<file path="config.mk">
export PLATFORM = sky130hd
export DESIGN_NAME = display_write_ctrl
export DESIGN_NICKNAME = d
export VERILOG_FILES = /design/src/verilog/display_pkg.sv /design/src/verilog/stream_if.sv /design/src/verilog/pixel_fifo.sv /design/src/verilog/display_write_ctrl.sv
export SDC_FILE = /design/constraint.sdc
export NUM_CORES = 1
export LEC_CHECK = 0
export BUFFER_PORTS_ARGS = -buffer_cell sky130_fd_sc_hd__buf_2
export CORE_UTILIZATION = 41
export DETAILED_ROUTE_END_ITERATION = 8
export SYNTH_ARGS = -nofsm -noshare
export SYNTH_HDL_FRONTEND = slang
export SYNTH_SLANG_ARGS = --single-unit
export TNS_END_PERCENT = 50
</file>
<file path="constraint.sdc">
create_clock -name clk -period 8.98 [get_ports clk]
set_clock_uncertainty 0.2 [all_clocks]
set_input_delay 2.245 -clock clk [delete_from_list [all_inputs] [get_ports clk]]
set_output_delay 2.245 -clock clk [all_outputs]
set_load 0.005 [all_outputs]
</file>
<file path="src/verilog/display_pkg.sv">
// Behaviour
// - Window flag set confines RAM accesses to the min/max X and Y rectangle.
// - Primary direction and X/Y step direction still apply in window mode.
// - Writing starts at whatever X and Y addresses the host has loaded.
// - Burst flag selects ordinary or burst writes; burst words go to staging first.
// - Burst mode commits staging to RAM once four 16-bit words are held.
// - Staging keeps accepting words while the previous group is being written.
// - Fewer than four staged words are kept and later words appended.
// - Chip select dropped then data port written again clears staging.
// - Burst path writes four times the pixels per RAM cycle of ordinary path.
// - X primary: X steps to 83h or 00h, wraps, then Y steps.
// - Y primary: Y steps to AFh or 00h, wraps, then X steps.
// - Primary flag 0 is X, 1 is Y; direction flag 0 increments, 1 decrements.
package display_pkg;
  // ****************************************
  // Register map
  // ****************************************
  localparam logic [7:0] OFS_CTRL = 8'h00;
  localparam logic [7:0] OFS_X = 8'h04;
  localparam logic [7:0] OFS_Y = 8'h08;
  localparam logic [7:0] OFS_XMIN = 8'h0C;
  localparam logic [7:0] OFS_XMAX = 8'h10;
  localparam logic [7:0] OFS_YMIN = 8'h14;
  localparam logic [7:0] OFS_YMAX = 8'h18;
  localparam logic [7:0] OFS_DATA = 8'h1C;
  localparam logic [7:0] OFS_STATUS = 8'h20;
  // ****************************************
  // Control fields
  // ****************************************
  localparam int CTRL_W = 5;
  localparam int BIT_WINDOW = 0;
  localparam int BIT_PRIMARY_Y = 1;
  localparam int BIT_XDEC = 2;
  localparam int BIT_YDEC = 3;
  localparam int BIT_BURST = 4;
  localparam logic [CTRL_W-1:0] CTRL_RST = 5'h00;
  // ****************************************
  // Address space and data
  // ****************************************
  localparam int AW = 8;
  localparam logic [AW-1:0] X_FIRST = 8'h00;
  localparam logic [AW-1:0] X_LAST = 8'h83;
  localparam logic [AW-1:0] Y_FIRST = 8'h00;
  localparam logic [AW-1:0] Y_LAST = 8'hAF;
  localparam int PIX_W = 16;
  localparam int BURST_WORDS = 4;
  localparam int GROUP_W = PIX_W * BURST_WORDS;
  localparam int CNT_W = 3;
  localparam logic [CNT_W-1:0] CNT_FULL = 3'h4;
  localparam int FIFO_DEPTH = 8;
  localparam int FIFO_W = PIX_W + 1;
  // ****************************************
  // Timing
  // ****************************************
  localparam int CLK_PERIOD_NS = 40;
  localparam int RAM_WRITE_NS = 160;
  localparam int RAM_WRITE_CYC_I = (RAM_WRITE_NS + CLK_PERIOD_NS - 1) / CLK_PERIOD_NS;
  localparam int BUSY_W = 3;
  localparam logic [BUSY_W-1:0] RAM_WRITE_CYC = BUSY_W'(RAM_WRITE_CYC_I);
endpackage : display_pkg

</file>
<file path="src/verilog/stream_if.sv">
`timescale 1ns/100ps
interface stream_if #(parameter int W = 17) ();
  logic valid;
  logic ready;
  logic [W-1:0] data;
  modport src(output valid, output data, input ready);
  modport snk(input valid, input data, output ready);
endinterface : stream_if

</file>
<file path="src/verilog/pixel_fifo.sv">
`timescale 1ns/100ps
module pixel_fifo #(
  parameter int W = 17,
  parameter int DEPTH = 8
) (
  input wire logic clk,
  input wire logic rstn,
  stream_if.snk in_s,
  stream_if.src out_s
);
  localparam int PW = $clog2(DEPTH);
  logic [W-1:0] mem_ff [DEPTH];
  logic [W-1:0] nxt_mem [DEPTH];
  logic [PW:0] wptr_ff;
  logic [PW:0] rptr_ff;
  logic [PW:0] nxt_wptr;
  logic [PW:0] nxt_rptr;
  logic full;
  logic empty;
  // ****************************************
  // Flags and next state
  // ****************************************
  assign full = (wptr_ff[PW-1:0] == rptr_ff[PW-1:0]) && (wptr_ff[PW] != rptr_ff[PW]);
  assign empty = (wptr_ff == rptr_ff);
  assign in_s.ready = !full;
  assign out_s.valid = !empty;
  assign out_s.data = mem_ff[rptr_ff[PW-1:0]];
  always_comb begin
    nxt_mem = mem_ff;
    nxt_wptr = wptr_ff;
    nxt_rptr = rptr_ff;
    if (in_s.valid && !full) begin
      nxt_mem[wptr_ff[PW-1:0]] = in_s.data;
      nxt_wptr = wptr_ff + 1'b1;
    end
    if (out_s.ready && !empty) begin
      nxt_rptr = rptr_ff + 1'b1;
    end
  end
  always_ff @(posedge clk or negedge rstn) begin
    if (!rstn) begin
      wptr_ff <= '0;
      rptr_ff <= '0;
      for (int i = 0; i < DEPTH; i++) begin
        mem_ff[i] <= '0;
      end
    end else begin
      wptr_ff <= nxt_wptr;
      rptr_ff <= nxt_rptr;
      mem_ff <= nxt_mem;
    end
  end
endmodule : pixel_fifo

</file>
<file path="src/verilog/display_write_ctrl.sv">
`timescale 1ns/100ps
module display_write_ctrl import display_pkg::*; (
  input wire logic clk,
  input wire logic rstn,
  input wire logic wb_cyc_i,
  input wire logic wb_stb_i,
  input wire logic wb_we_i,
  input wire logic [7:0] wb_adr_i,
  input wire logic [3:0] wb_sel_i,
  input wire logic [31:0] wb_dat_i,
  output logic [31:0] wb_dat_o,
  output logic wb_ack_o,
  input wire logic host_cs_n,
  output logic ram_we,
  output logic ram_wide,
  output logic [AW-1:0] ram_x,
  output logic [AW-1:0] ram_y,
  output logic [GROUP_W-1:0] ram_data
);
  // ****************************************
  // Helpers
  // ****************************************
  function automatic logic [AW-1:0] lane0(input logic [AW-1:0] old, input logic [31:0] d,
                                          input logic [3:0] sel);
    lane0 = sel[0] ? d[AW-1:0] : old;
  endfunction : lane0

  // Returns {wrapped, next} for one step inside lo..hi
  function automatic logic [AW:0] step(input logic [AW-1:0] v, input logic [AW-1:0] lo,
                                       input logic [AW-1:0] hi, input logic dec);
    if (!dec) begin
      step = (v >= hi) ? {1'b1, lo} : {1'b0, AW'(v + 1'b1)};
    end else begin
      step = (v <= lo) ? {1'b1, hi} : {1'b0, AW'(v - 1'b1)};
    end
  endfunction : step

  // ****************************************
  // State
  // ****************************************
  logic [CTRL_W-1:0] ctrl_ff, nxt_ctrl;
  logic [AW-1:0] xmin_ff, nxt_xmin;
  logic [AW-1:0] xmax_ff, nxt_xmax;
  logic [AW-1:0] ymin_ff, nxt_ymin;
  logic [AW-1:0] ymax_ff, nxt_ymax;
  logic [AW-1:0] cur_x_ff, nxt_cur_x;
  logic [AW-1:0] cur_y_ff, nxt_cur_y;
  logic ack_ff, nxt_ack;
  logic [31:0] dat_ff, nxt_dat;
  logic restart_ff, nxt_restart;
  logic [CNT_W-1:0] stg_cnt_ff, nxt_stg_cnt;
  logic [GROUP_W-1:0] stg_data_ff, nxt_stg_data;
  logic [AW-1:0] stg_x_ff, nxt_stg_x;
  logic [AW-1:0] stg_y_ff, nxt_stg_y;
  logic cb_valid_ff, nxt_cb_valid;
  logic cb_wide_ff, nxt_cb_wide;
  logic [GROUP_W-1:0] cb_data_ff, nxt_cb_data;
  logic [AW-1:0] cb_x_ff, nxt_cb_x;
  logic [AW-1:0] cb_y_ff, nxt_cb_y;
  logic [BUSY_W-1:0] busy_ff, nxt_busy;
  logic ram_we_ff, nxt_ram_we;
  logic ram_wide_ff, nxt_ram_wide;
  logic [AW-1:0] ram_x_ff, nxt_ram_x;
  logic [AW-1:0] ram_y_ff, nxt_ram_y;
  logic [GROUP_W-1:0] ram_data_ff, nxt_ram_data;

  logic req, wr_go, data_wr, burst, word_take, cb_take, cb_free, stg_move, first_word;
  logic [AW-1:0] xlo, xhi, ylo, yhi;
  logic [AW:0] sx, sy;
  logic [CNT_W-1:0] base_cnt;
  logic [PIX_W-1:0] word;

  stream_if #(.W(FIFO_W)) push_s ();
  stream_if #(.W(FIFO_W)) pop_s ();

  pixel_fifo #(.W(FIFO_W), .DEPTH(FIFO_DEPTH)) u_fifo (
    .clk(clk),
    .rstn(rstn),
    .in_s(push_s),
    .out_s(pop_s)
  );

  // ****************************************
  // Bus slave
  // ****************************************
  assign req = wb_cyc_i && wb_stb_i && !ack_ff;
  assign data_wr = req && wb_we_i && (wb_adr_i == OFS_DATA) && (wb_sel_i[1:0] == 2'b11)
                   && !host_cs_n;
  assign push_s.valid = data_wr;
  assign push_s.data = {restart_ff, wb_dat_i[PIX_W-1:0]};
  assign wr_go = req && wb_we_i && !host_cs_n && nxt_ack;

  always_comb begin
    nxt_ack = req && (!data_wr || push_s.ready);
    nxt_dat = '0;
    nxt_ctrl = ctrl_ff;
    nxt_xmin = xmin_ff;
    nxt_xmax = xmax_ff;
    nxt_ymin = ymin_ff;
    nxt_ymax = ymax_ff;
    nxt_restart = restart_ff;
    if (host_cs_n) begin
      nxt_restart = 1'b1;
    end else if (data_wr && push_s.ready) begin
      nxt_restart = 1'b0;
    end
    if (wr_go) begin
      case (wb_adr_i)
        OFS_CTRL: nxt_ctrl = wb_sel_i[0] ? wb_dat_i[CTRL_W-1:0] : ctrl_ff;
        OFS_XMIN: nxt_xmin = lane0(xmin_ff, wb_dat_i, wb_sel_i);
        OFS_XMAX: nxt_xmax = lane0(xmax_ff, wb_dat_i, wb_sel_i);
        OFS_YMIN: nxt_ymin = lane0(ymin_ff, wb_dat_i, wb_sel_i);
        OFS_YMAX: nxt_ymax = lane0(ymax_ff, wb_dat_i, wb_sel_i);
        default: ;
      endcase
    end
    if (req && !wb_we_i) begin
      case (wb_adr_i)
        OFS_CTRL: nxt_dat = 32'(ctrl_ff);
        OFS_X: nxt_dat = 32'(cur_x_ff);
        OFS_Y: nxt_dat = 32'(cur_y_ff);
        OFS_XMIN: nxt_dat = 32'(xmin_ff);
        OFS_XMAX: nxt_dat = 32'(xmax_ff);
        OFS_YMIN: nxt_dat = 32'(ymin_ff);
        OFS_YMAX: nxt_dat = 32'(ymax_ff);
        OFS_STATUS: nxt_dat = 32'({restart_ff, (busy_ff != '0), cb_valid_ff, stg_cnt_ff});
        default: nxt_dat = '0;
      endcase
    end
  end

  // ****************************************
  // Address stepping
  // ****************************************
  assign burst = ctrl_ff[BIT_BURST];
  assign xlo = ctrl_ff[BIT_WINDOW] ? xmin_ff : X_FIRST;
  assign xhi = ctrl_ff[BIT_WINDOW] ? xmax_ff : X_LAST;
  assign ylo = ctrl_ff[BIT_WINDOW] ? ymin_ff : Y_FIRST;
  assign yhi = ctrl_ff[BIT_WINDOW] ? ymax_ff : Y_LAST;
  assign sx = step(cur_x_ff, xlo, xhi, ctrl_ff[BIT_XDEC]);
  assign sy = step(cur_y_ff, ylo, yhi, ctrl_ff[BIT_YDEC]);

  always_comb begin
    nxt_cur_x = cur_x_ff;
    nxt_cur_y = cur_y_ff;
    if (word_take) begin
      if (!ctrl_ff[BIT_PRIMARY_Y]) begin
        nxt_cur_x = sx[AW-1:0];
        nxt_cur_y = sx[AW] ? sy[AW-1:0] : cur_y_ff;
      end else begin
        nxt_cur_y = sy[AW-1:0];
        nxt_cur_x = sy[AW] ? sx[AW-1:0] : cur_x_ff;
      end
    end
    if (wr_go && wb_adr_i == OFS_X) begin
      nxt_cur_x = lane0(cur_x_ff, wb_dat_i, wb_sel_i);
    end
    if (wr_go && wb_adr_i == OFS_Y) begin
      nxt_cur_y = lane0(cur_y_ff, wb_dat_i, wb_sel_i);
    end
  end

  // ****************************************
  // Staging and commit buffer
  // ****************************************
  assign cb_take = cb_valid_ff && (busy_ff == '0);
  assign cb_free = !cb_valid_ff || cb_take;
  assign stg_move = (stg_cnt_ff == CNT_FULL) && cb_free;
  assign pop_s.ready = burst ? (stg_cnt_ff != CNT_FULL) : (cb_free && !stg_move);
  assign word_take = pop_s.valid && pop_s.ready;
  assign word = pop_s.data[PIX_W-1:0];
  assign base_cnt = pop_s.data[PIX_W] ? '0 : stg_cnt_ff;
  assign first_word = (base_cnt == '0);

  always_comb begin
    nxt_stg_cnt = stg_cnt_ff;
    nxt_stg_data = stg_data_ff;
    nxt_stg_x = stg_x_ff;
    nxt_stg_y = stg_y_ff;
    nxt_cb_valid = cb_valid_ff && !cb_take;
    nxt_cb_wide = cb_wide_ff;
    nxt_cb_data = cb_data_ff;
    nxt_cb_x = cb_x_ff;
    nxt_cb_y = cb_y_ff;
    if (stg_move) begin
      nxt_cb_valid = 1'b1;
      nxt_cb_wide = 1'b1;
      nxt_cb_data = stg_data_ff;
      nxt_cb_x = stg_x_ff;
      nxt_cb_y = stg_y_ff;
      nxt_stg_cnt = '0;
    end
    if (word_take && burst) begin
      if (first_word) begin
        nxt_stg_data = '0;
        nxt_stg_x = cur_x_ff;
        nxt_stg_y = cur_y_ff;
      end
      nxt_stg_data[base_cnt[1:0]*PIX_W +: PIX_W] = word;
      nxt_stg_cnt = CNT_W'(base_cnt + 1'b1);
    end else if (word_take) begin
      if (pop_s.data[PIX_W]) begin
        nxt_stg_cnt = '0;
      end
      nxt_cb_valid = 1'b1;
      nxt_cb_wide = 1'b0;
      nxt_cb_data = GROUP_W'(word);
      nxt_cb_x = cur_x_ff;
      nxt_cb_y = cur_y_ff;
    end
  end

  // ****************************************
  // RAM writer
  // ****************************************
  always_comb begin
    nxt_busy = (busy_ff != '0) ? BUSY_W'(busy_ff - 1'b1) : busy_ff;
    nxt_ram_we = 1'b0;
    nxt_ram_wide = ram_wide_ff;
    nxt_ram_x = ram_x_ff;
    nxt_ram_y = ram_y_ff;
    nxt_ram_data = ram_data_ff;
    if (cb_take) begin
      nxt_busy = BUSY_W'(RAM_WRITE_CYC - 1'b1);
      nxt_ram_we = 1'b1;
      nxt_ram_wide = cb_wide_ff;
      nxt_ram_x = cb_x_ff;
      nxt_ram_y = cb_y_ff;
      nxt_ram_data = cb_data_ff;
    end
  end

  // ****************************************
  // Registers
  // ****************************************
  always_ff @(posedge clk or negedge rstn) begin
    if (!rstn) begin
      ctrl_ff <= CTRL_RST;
      xmin_ff <= X_FIRST;
      xmax_ff <= X_LAST;
      ymin_ff <= Y_FIRST;
      ymax_ff <= Y_LAST;
      cur_x_ff <= X_FIRST;
      cur_y_ff <= Y_FIRST;
      ack_ff <= 1'b0;
      dat_ff <= '0;
      restart_ff <= 1'b0;
      stg_cnt_ff <= '0;
      stg_data_ff <= '0;
      stg_x_ff <= X_FIRST;
      stg_y_ff <= Y_FIRST;
      cb_valid_ff <= 1'b0;
      cb_wide_ff <= 1'b0;
      cb_data_ff <= '0;
      cb_x_ff <= X_FIRST;
      cb_y_ff <= Y_FIRST;
      busy_ff <= '0;
      ram_we_ff <= 1'b0;
      ram_wide_ff <= 1'b0;
      ram_x_ff <= X_FIRST;
      ram_y_ff <= Y_FIRST;
      ram_data_ff <= '0;
    end else begin
      ctrl_ff <= nxt_ctrl;
      xmin_ff <= nxt_xmin;
      xmax_ff <= nxt_xmax;
      ymin_ff <= nxt_ymin;
      ymax_ff <= nxt_ymax;
      cur_x_ff <= nxt_cur_x;
      cur_y_ff <= nxt_cur_y;
      ack_ff <= nxt_ack;
      dat_ff <= nxt_dat;
      restart_ff <= nxt_restart;
      stg_cnt_ff <= nxt_stg_cnt;
      stg_data_ff <= nxt_stg_data;
      stg_x_ff <= nxt_stg_x;
      stg_y_ff <= nxt_stg_y;
      cb_valid_ff <= nxt_cb_valid;
      cb_wide_ff <= nxt_cb_wide;
      cb_data_ff <= nxt_cb_data;
      cb_x_ff <= nxt_cb_x;
      cb_y_ff <= nxt_cb_y;
      busy_ff <= nxt_busy;
      ram_we_ff <= nxt_ram_we;
      ram_wide_ff <= nxt_ram_wide;
      ram_x_ff <= nxt_ram_x;
      ram_y_ff <= nxt_ram_y;
      ram_data_ff <= nxt_ram_data;
    end
  end

  // ****************************************
  // Outputs
  // ****************************************
  assign wb_ack_o = ack_ff;
  assign wb_dat_o = dat_ff;
  assign ram_we = ram_we_ff;
  assign ram_wide = ram_wide_ff;
  assign ram_x = ram_x_ff;
  assign ram_y = ram_y_ff;
  assign ram_data = ram_data_ff;
endmodule : display_write_ctrl

</file>
**Yosys cells after proc, flatten, opt, wreduce, memory -nomap -nowiden**

Index checks and enable logic that the tools add are counted.
W data, S select, Z words.

- Bits in registers: 481
- Latch bits: 0
- Memory bits (writable): 0
- Memory bits (read-only): 0
- Input bits: 50
- Output and inout port bits: 115
- Logic and storage cells: 177
- Memories: 0

- $add $sub $neg: 9
- Multiply operators: 0
- Divide/modulo/power cells: 0
- Order comparisons: 7
- Equality and inequality tests: 17
- Shift-type cells: 2
- Muxes and demuxes: 56
- Bitwise logic cells: 2
- Reductions and logical operators: 49

Operators by type and width:

| kind | count |
|---|---|
| $mux W64 | 5 |
| $mux W8 | 20 |
| $bwmux W136 | 1 |
| $bwmux W64 | 1 |
| $pmux W8 S8 | 1 |
| $shift A16 B34 Y64 const A | 1 |
| $shiftx A16 B34 Y64 | 1 |
| $mux W9 | 6 |
| $bmux W17 S3 | 1 |
| $demux W17 S3 | 1 |
| $mux W17 | 3 |
| $neg A6 Y34 | 1 |
| $eq A8 B5 Y1 const B | 4 |
| $logic_and A1 B1 Y1 | 21 |
| $mux W3 | 7 |
| $reduce_and A3 Y1 | 7 |
| $add A8 B1 Y8 const B | 2 |
| $eq A8 B4 Y1 const B | 2 |
| $ge A8 B8 Y1 | 2 |
| $le A8 B8 Y1 | 2 |
| $sub A8 B1 Y8 const B | 2 |
| $mux W1 | 10 |
| $logic_not A1 Y1 | 9 |
| $add A4 B1 Y4 const B | 2 |
| other kinds (21) | 30 |

**Depth between registers and ports, before layout**

- Depth after elaboration: 13
- Gate-level depth with buffers: 12
- Depth with buffers taken out: 9

**Hierarchy**

A second synthesis with hierarchy kept.

- Cell total of the unflattened synthesis: 2000
- Area, all modules: 21739.6 um2

By module, submodules not included:

| module | instances | cells each | area each (um2) | seq. area each (um2) |
|---|---|---|---|---|
| display_write_ctrl | 1 | 1605 | 14993.1 | 7843.8 |
| pixel_fifo | 1 | 395 | 6746.5 | 3603.5 |

**Least setup slack after synthesis**

Ideal clock, no wire load.

- Path type: input -> register
- From: input port wb_adr_i[5]
- To: register u_fifo.mem_ff[125] (netlist bit)
- Setup time: 127 ps
- Arrival time: 4057 ps
- Data required time: 8653 ps
- Path slack: 4595 ps
- Cell stages on the path: 7
- Buffers on the path: 1
- Path through: nor4b_4 -> nand2_1 -> nor4_4 -> and2b_1 -> nor3b_4 -> buf_6 -> mux2_1

- Word-level cells in the longest chain between the ends: 5

Ends and longest elaborated chain:

| item | line | text |
|---|---|---|
| start, declared | display_write_ctrl.sv:8 | `input wire logic [7:0] wb_adr_i,` |
| $eq A8 B5 Y1 | display_write_ctrl.sv:87 | `assign data_wr = req && wb_we_i && (wb_adr_i == OFS_DATA) && (wb_sel_i[1:0] == 2'b11)` |
| $logic_and A1 B1 Y1 (2 in series) | display_write_ctrl.sv:87 |  |
| $logic_and A1 B1 Y1 | display_write_ctrl.sv:88 | `&& !host_cs_n;` |
| $logic_and A1 B1 Y1 | pixel_fifo.sv:32 | `if (in_s.valid && !full) begin` |
| end signal, assigned | pixel_fifo.sv:50 | `mem_ff <= nxt_mem;` |
| end, declared | pixel_fifo.sv:12 | `logic [W-1:0] mem_ff [DEPTH];` |

No other way between the ends.
A chain may end at the register's enable or synchronous reset.

**Worst setup path in the final report**

- From: input port wb_adr_i[1]
- To: register cur_y_ff[0]

- Word-level cells in the longest chain between the ends: 11
- Elaborated cells on any way between the ends: 15
- Those cells by class: eq/ne (3); mux (1); reduce/logical (11)

Ends and longest elaborated chain:

| item | line | text |
|---|---|---|
| $eq A8 B5 Y1 | display_write_ctrl.sv:87 |  |
| $logic_and A1 B1 Y1 (2 in series) | display_write_ctrl.sv:87 |  |
| $logic_and A1 B1 Y1 | display_write_ctrl.sv:88 |  |
| $logic_not A1 Y1 | display_write_ctrl.sv:94 | `nxt_ack = req && (!data_wr \|\| push_s.ready);` |
| $logic_or A1 B1 Y1 | display_write_ctrl.sv:94 |  |
| $logic_and A1 B1 Y1 | display_write_ctrl.sv:94 |  |
| $logic_and A1 B1 Y1 | display_write_ctrl.sv:91 | `assign wr_go = req && wb_we_i && !host_cs_n && nxt_ack;` |
| $logic_and A1 B1 Y1 * | display_write_ctrl.sv:158 | `if (wr_go && wb_adr_i == OFS_Y) begin` |
| $ne A2 B2 Y1 (no line) (tied with other cells) | - |  |
| $reduce_and A3 Y1 (no line) | - |  |
| end signal, assigned | display_write_ctrl.sv:270 | `cur_y_ff <= nxt_cur_y;` |
| end, declared | display_write_ctrl.sv:47 | `logic [AW-1:0] cur_y_ff, nxt_cur_y;` |

Mark *: on every way between the ends. The rest lies on a longest branch, timed or not.

==> impl_metrics.csv <==
group,metric,value,unit
outcome,outcome,"finished clean",
routing,vias_per_cell,5.366,
sta,min_period,4564,ps
yosys,synth_seq_area_share,53.61,%
clocking,clk_latency,600,ps
final_layout,layout-drive-gt1-share,23.13,%
final_layout,final_core_utilization,46.65,%
yosys,synthFlopType,"dfrtp_1",
power,total_leakage_power,11.55,nW
routing,drc_errors,0,
final_layout,n_antenna_cell,0,
yosys,synth-async-reset-ratio,100.0,%
placed_design,port-buffer-count,122,
sta,fin_crit_sh,50.83,%
placed_design,place_congestion,0.8644,
clocking,cts_tree,"yes",
die,io_pins,165,
sta,final-max-slew-violation-count,0,
power,power_density,250.6,nW/um2
min_path,hold_class,"register to register",
final_layout,fin_nets,2086,
clocking,cts_resized,0,
routing,routedWlPerCell,19.12,um
clocking,clock_sinks,457,
die,start_util,41.54,%
clocking,cts_buffer_depth,3,
yosys,synth_cell_types,75,
sta,max_clock_freq,219.1,MHz
placed_design,dp_hpwl,33440,um
routing,vias,14530,
clocking,clk_pin_slew,60,ps
routing,drtAntennaViolNets,0,
routing,drtIter0Drc,1186,
global_route,track_usage,19.93,%
die,dieHeight,230.2,um
sta,slew_headroom,21.25,%
worst_setup_path,crit_type,"input port to register",
clocking,h-tree-depth,2,
die,die_w,230.2,um
worst_setup_path,cp.required,9300,ps
sta,setup_ws,4416,ps
clocking,cts_buffers,48,
sta,setup_viol,0,
placed_design,dp_slack,3862,ps
worst_setup_path,start_kind,"input port",
worst_setup_path,cp_cell_sequence,"buf_2 -> nor3_1 -> nand3_1 -> a2111oi_1 -> a211oi_1 -> a2bb2oi_2 -> o22ai_1 -> a21oi_1",
yosys,syn_avg_cell_area,11.06,um2
clocking,postCtsSetupBuffers,0,
worst_setup_path,cp_max_fo,8,
worst_setup_path,crit_family,"compound AO/OA/AOI/OAI gates",
yosys,synth_area,21350,um2
global_route,grt_max_degree,159,
final_layout,fillCellCount,4738,
yosys,synth_edf_count,0,
final_layout,area_growth,12.31,%
sta,setup_tns,0,ps
sta,hold_slack,262.0,ps
yosys,syn-instance-count,1930,
routing,wl,51780,um
sta,grt_setup_unrepaired,"false",
die,coreArea,51410,um2
power,p_total,6.010,mW
die,die_area,53000,um2
yosys,ys_warn_count,0,
power,ir_drop,141.6,uV
clocking,cts_root_buf,"clkbuf_16",
clocking,cts_hold_buf,0,
final_layout,layout_commonest_cell,"nand2_1",
global_route,grt_pass1_wl,83840,um
die,rows,83,
routing,dr.pass1.iters,5,
worst_setup_path,endpoint_kind,"register",
worst_setup_path,cp.arrival,4880,ps
worst_setup_path,cp_slowest_cell,"a2111oi_1",
global_route,grt_pass1_vias,14529,
final_layout,final_cell_mix,"nand2_1 (485), dfrtp_1 (447), mux2_2 (160)",
sta,hold_viol_final,0,
global_route,grt_antenna_before_repair,0,
worst_setup_path,path_buf_inv,1,
run,cap_violations,0,
sta,tightest_slew,1181,ps
worst_setup_path,slowest_delay,900,ps
global_route,grt_overflow,0,
yosys,synth_seq_cells,457,
cell usage after synthesis (5+ instances only):
cell / number / area share, %
a221oi_1: 8 / 0.33
a31oi_1: 6 / 0.18
mux2_2: 160 / 8.4
a211o_1: 7 / 0.29
clkbuf_1: 94 / 1.7
xnor2_1: 18 / 0.74
nor2_1: 30 / 0.53
nor3b_1: 5 / 0.18
a211oi_1: 24 / 0.84
buf_6: 5 / 0.26
o211ai_1: 6 / 0.21
nand3_1: 15 / 0.35
a21oi_1: 111 / 2.6
o221a_2: 8 / 0.42
and2_1: 23 / 0.67
o22ai_1: 8 / 0.23
a22oi_1: 11 / 0.39
mux4_2: 34 / 3.6
o21ai_0: 46 / 1.1
buf_2: 21 / 0.49
ha_1: 45 / 2.6
dfstp_2: 9 / 1.1
and3_1: 7 / 0.21
xor2_1: 17 / 0.70
o21ai_1: 14 / 0.33
nor2b_1: 11 / 0.32
nand4_1: 7 / 0.21
dfrtp_1: 448 / 52
mux2_1: 13 / 0.69
nor3_1: 13 / 0.30
mux2_4: 10 / 0.70
buf_4: 30 / 1.1
nand2_1: 485 / 8.5
o31ai_1: 49 / 1.7
mux2i_1: 52 / 2.4
inv_1: 15 / 0.26
cell type report:
class                           instances  area, um2  area share, %
Clock buffer                           69       1411          5.885
Clock inverter                         18      195.2         0.8139
Inverter                               16      60.06         0.2504
Multi-Input combinational cell       1326       9221          38.45
Sequential cell                       457      11450          47.74
Tap cell                              680      850.8          3.548
Timing Repair Buffer                  142      795.8          3.318
cell families (layout without fill, tap and decap cells):
family                   after synthesis  after routing  share of synthesized area, %
AND/OR/NAND/NOR                      634            634                         13.08
flip-flops                           457            457                         53.61
AO/OA/AOI/OAI                        318            318                         9.457
multiplexers                         270            270                         15.95
buffers and inverters                170            245                         3.814
adder cells (fa/ha/maj)               45             45                         2.637
XOR/XNOR                              35             35                         1.436
other                                  1             24                       0.01756
flip-flops by register name (all words and copies together) (netlist names), 64 cells and up:
register       flops
cb_data_ff        64
ram_data          64
u_fifo.mem_ff    136
stg_data_ff       64
path summary, 6_finish.rpt:
check,slack [ps],cells past startpoint,startpoint,to
max reg2reg,5100,8,u_fifo.rptr_ff[0],cb_data_ff[10]
max in group asynchronous,5720,2,rstn,u_fifo.mem_ff[132]
min,260,2,cb_data_ff[37],ram_data[37]
min in group asynchronous,1450,1,rstn,ram_x[4]
min reg2reg,260,2,cb_data_ff[37],ram_data[37]
max,4420,8,wb_adr_i[1],cur_y_ff[0]
tightest hold or removal path, stage by stage (launching register included):
cell and delay (ps):
dfrtp_1 340, nand2_1 50, nand2_1 50
report_power, final:
part / leakage (nW) / switching, mW / total (mW) / internal (mW)
sequential: 6.18 / 0.252 / 2.51 / 2.26
clock: 0.796 / 0.842 / 2.00 / 1.16
combinational: 4.57 / 0.894 / 1.49 / 0.600
total: 11.6 / 1.99 / 6.01 / 4.02
stage by stage:
step / cell area [um2] / instances
after floorplan: 21440 / 1953
after global placement: 22380 / 2621
after detailed placement: 22380 / 2621
after CTS: 23980 / 2708
after global routing: 23980 / 2708
final: 23980 / 2708
metal layers:
| layer | part of all wire (%) | track usage [%] | vias to the layer above |
|---|---|---|---|
| li1 | - | - | 6798 |
| met1 | 48 | 29.29 | 7304 |
| met2 | 45 | 30.06 | 346 |
| met3 | 5.0 | 3.100 | 82 |
| met4 | 2.4 | 6.374 | 0 |
| met5 | 0 | 0 | - |
Power figures use the tool's default switching activity.
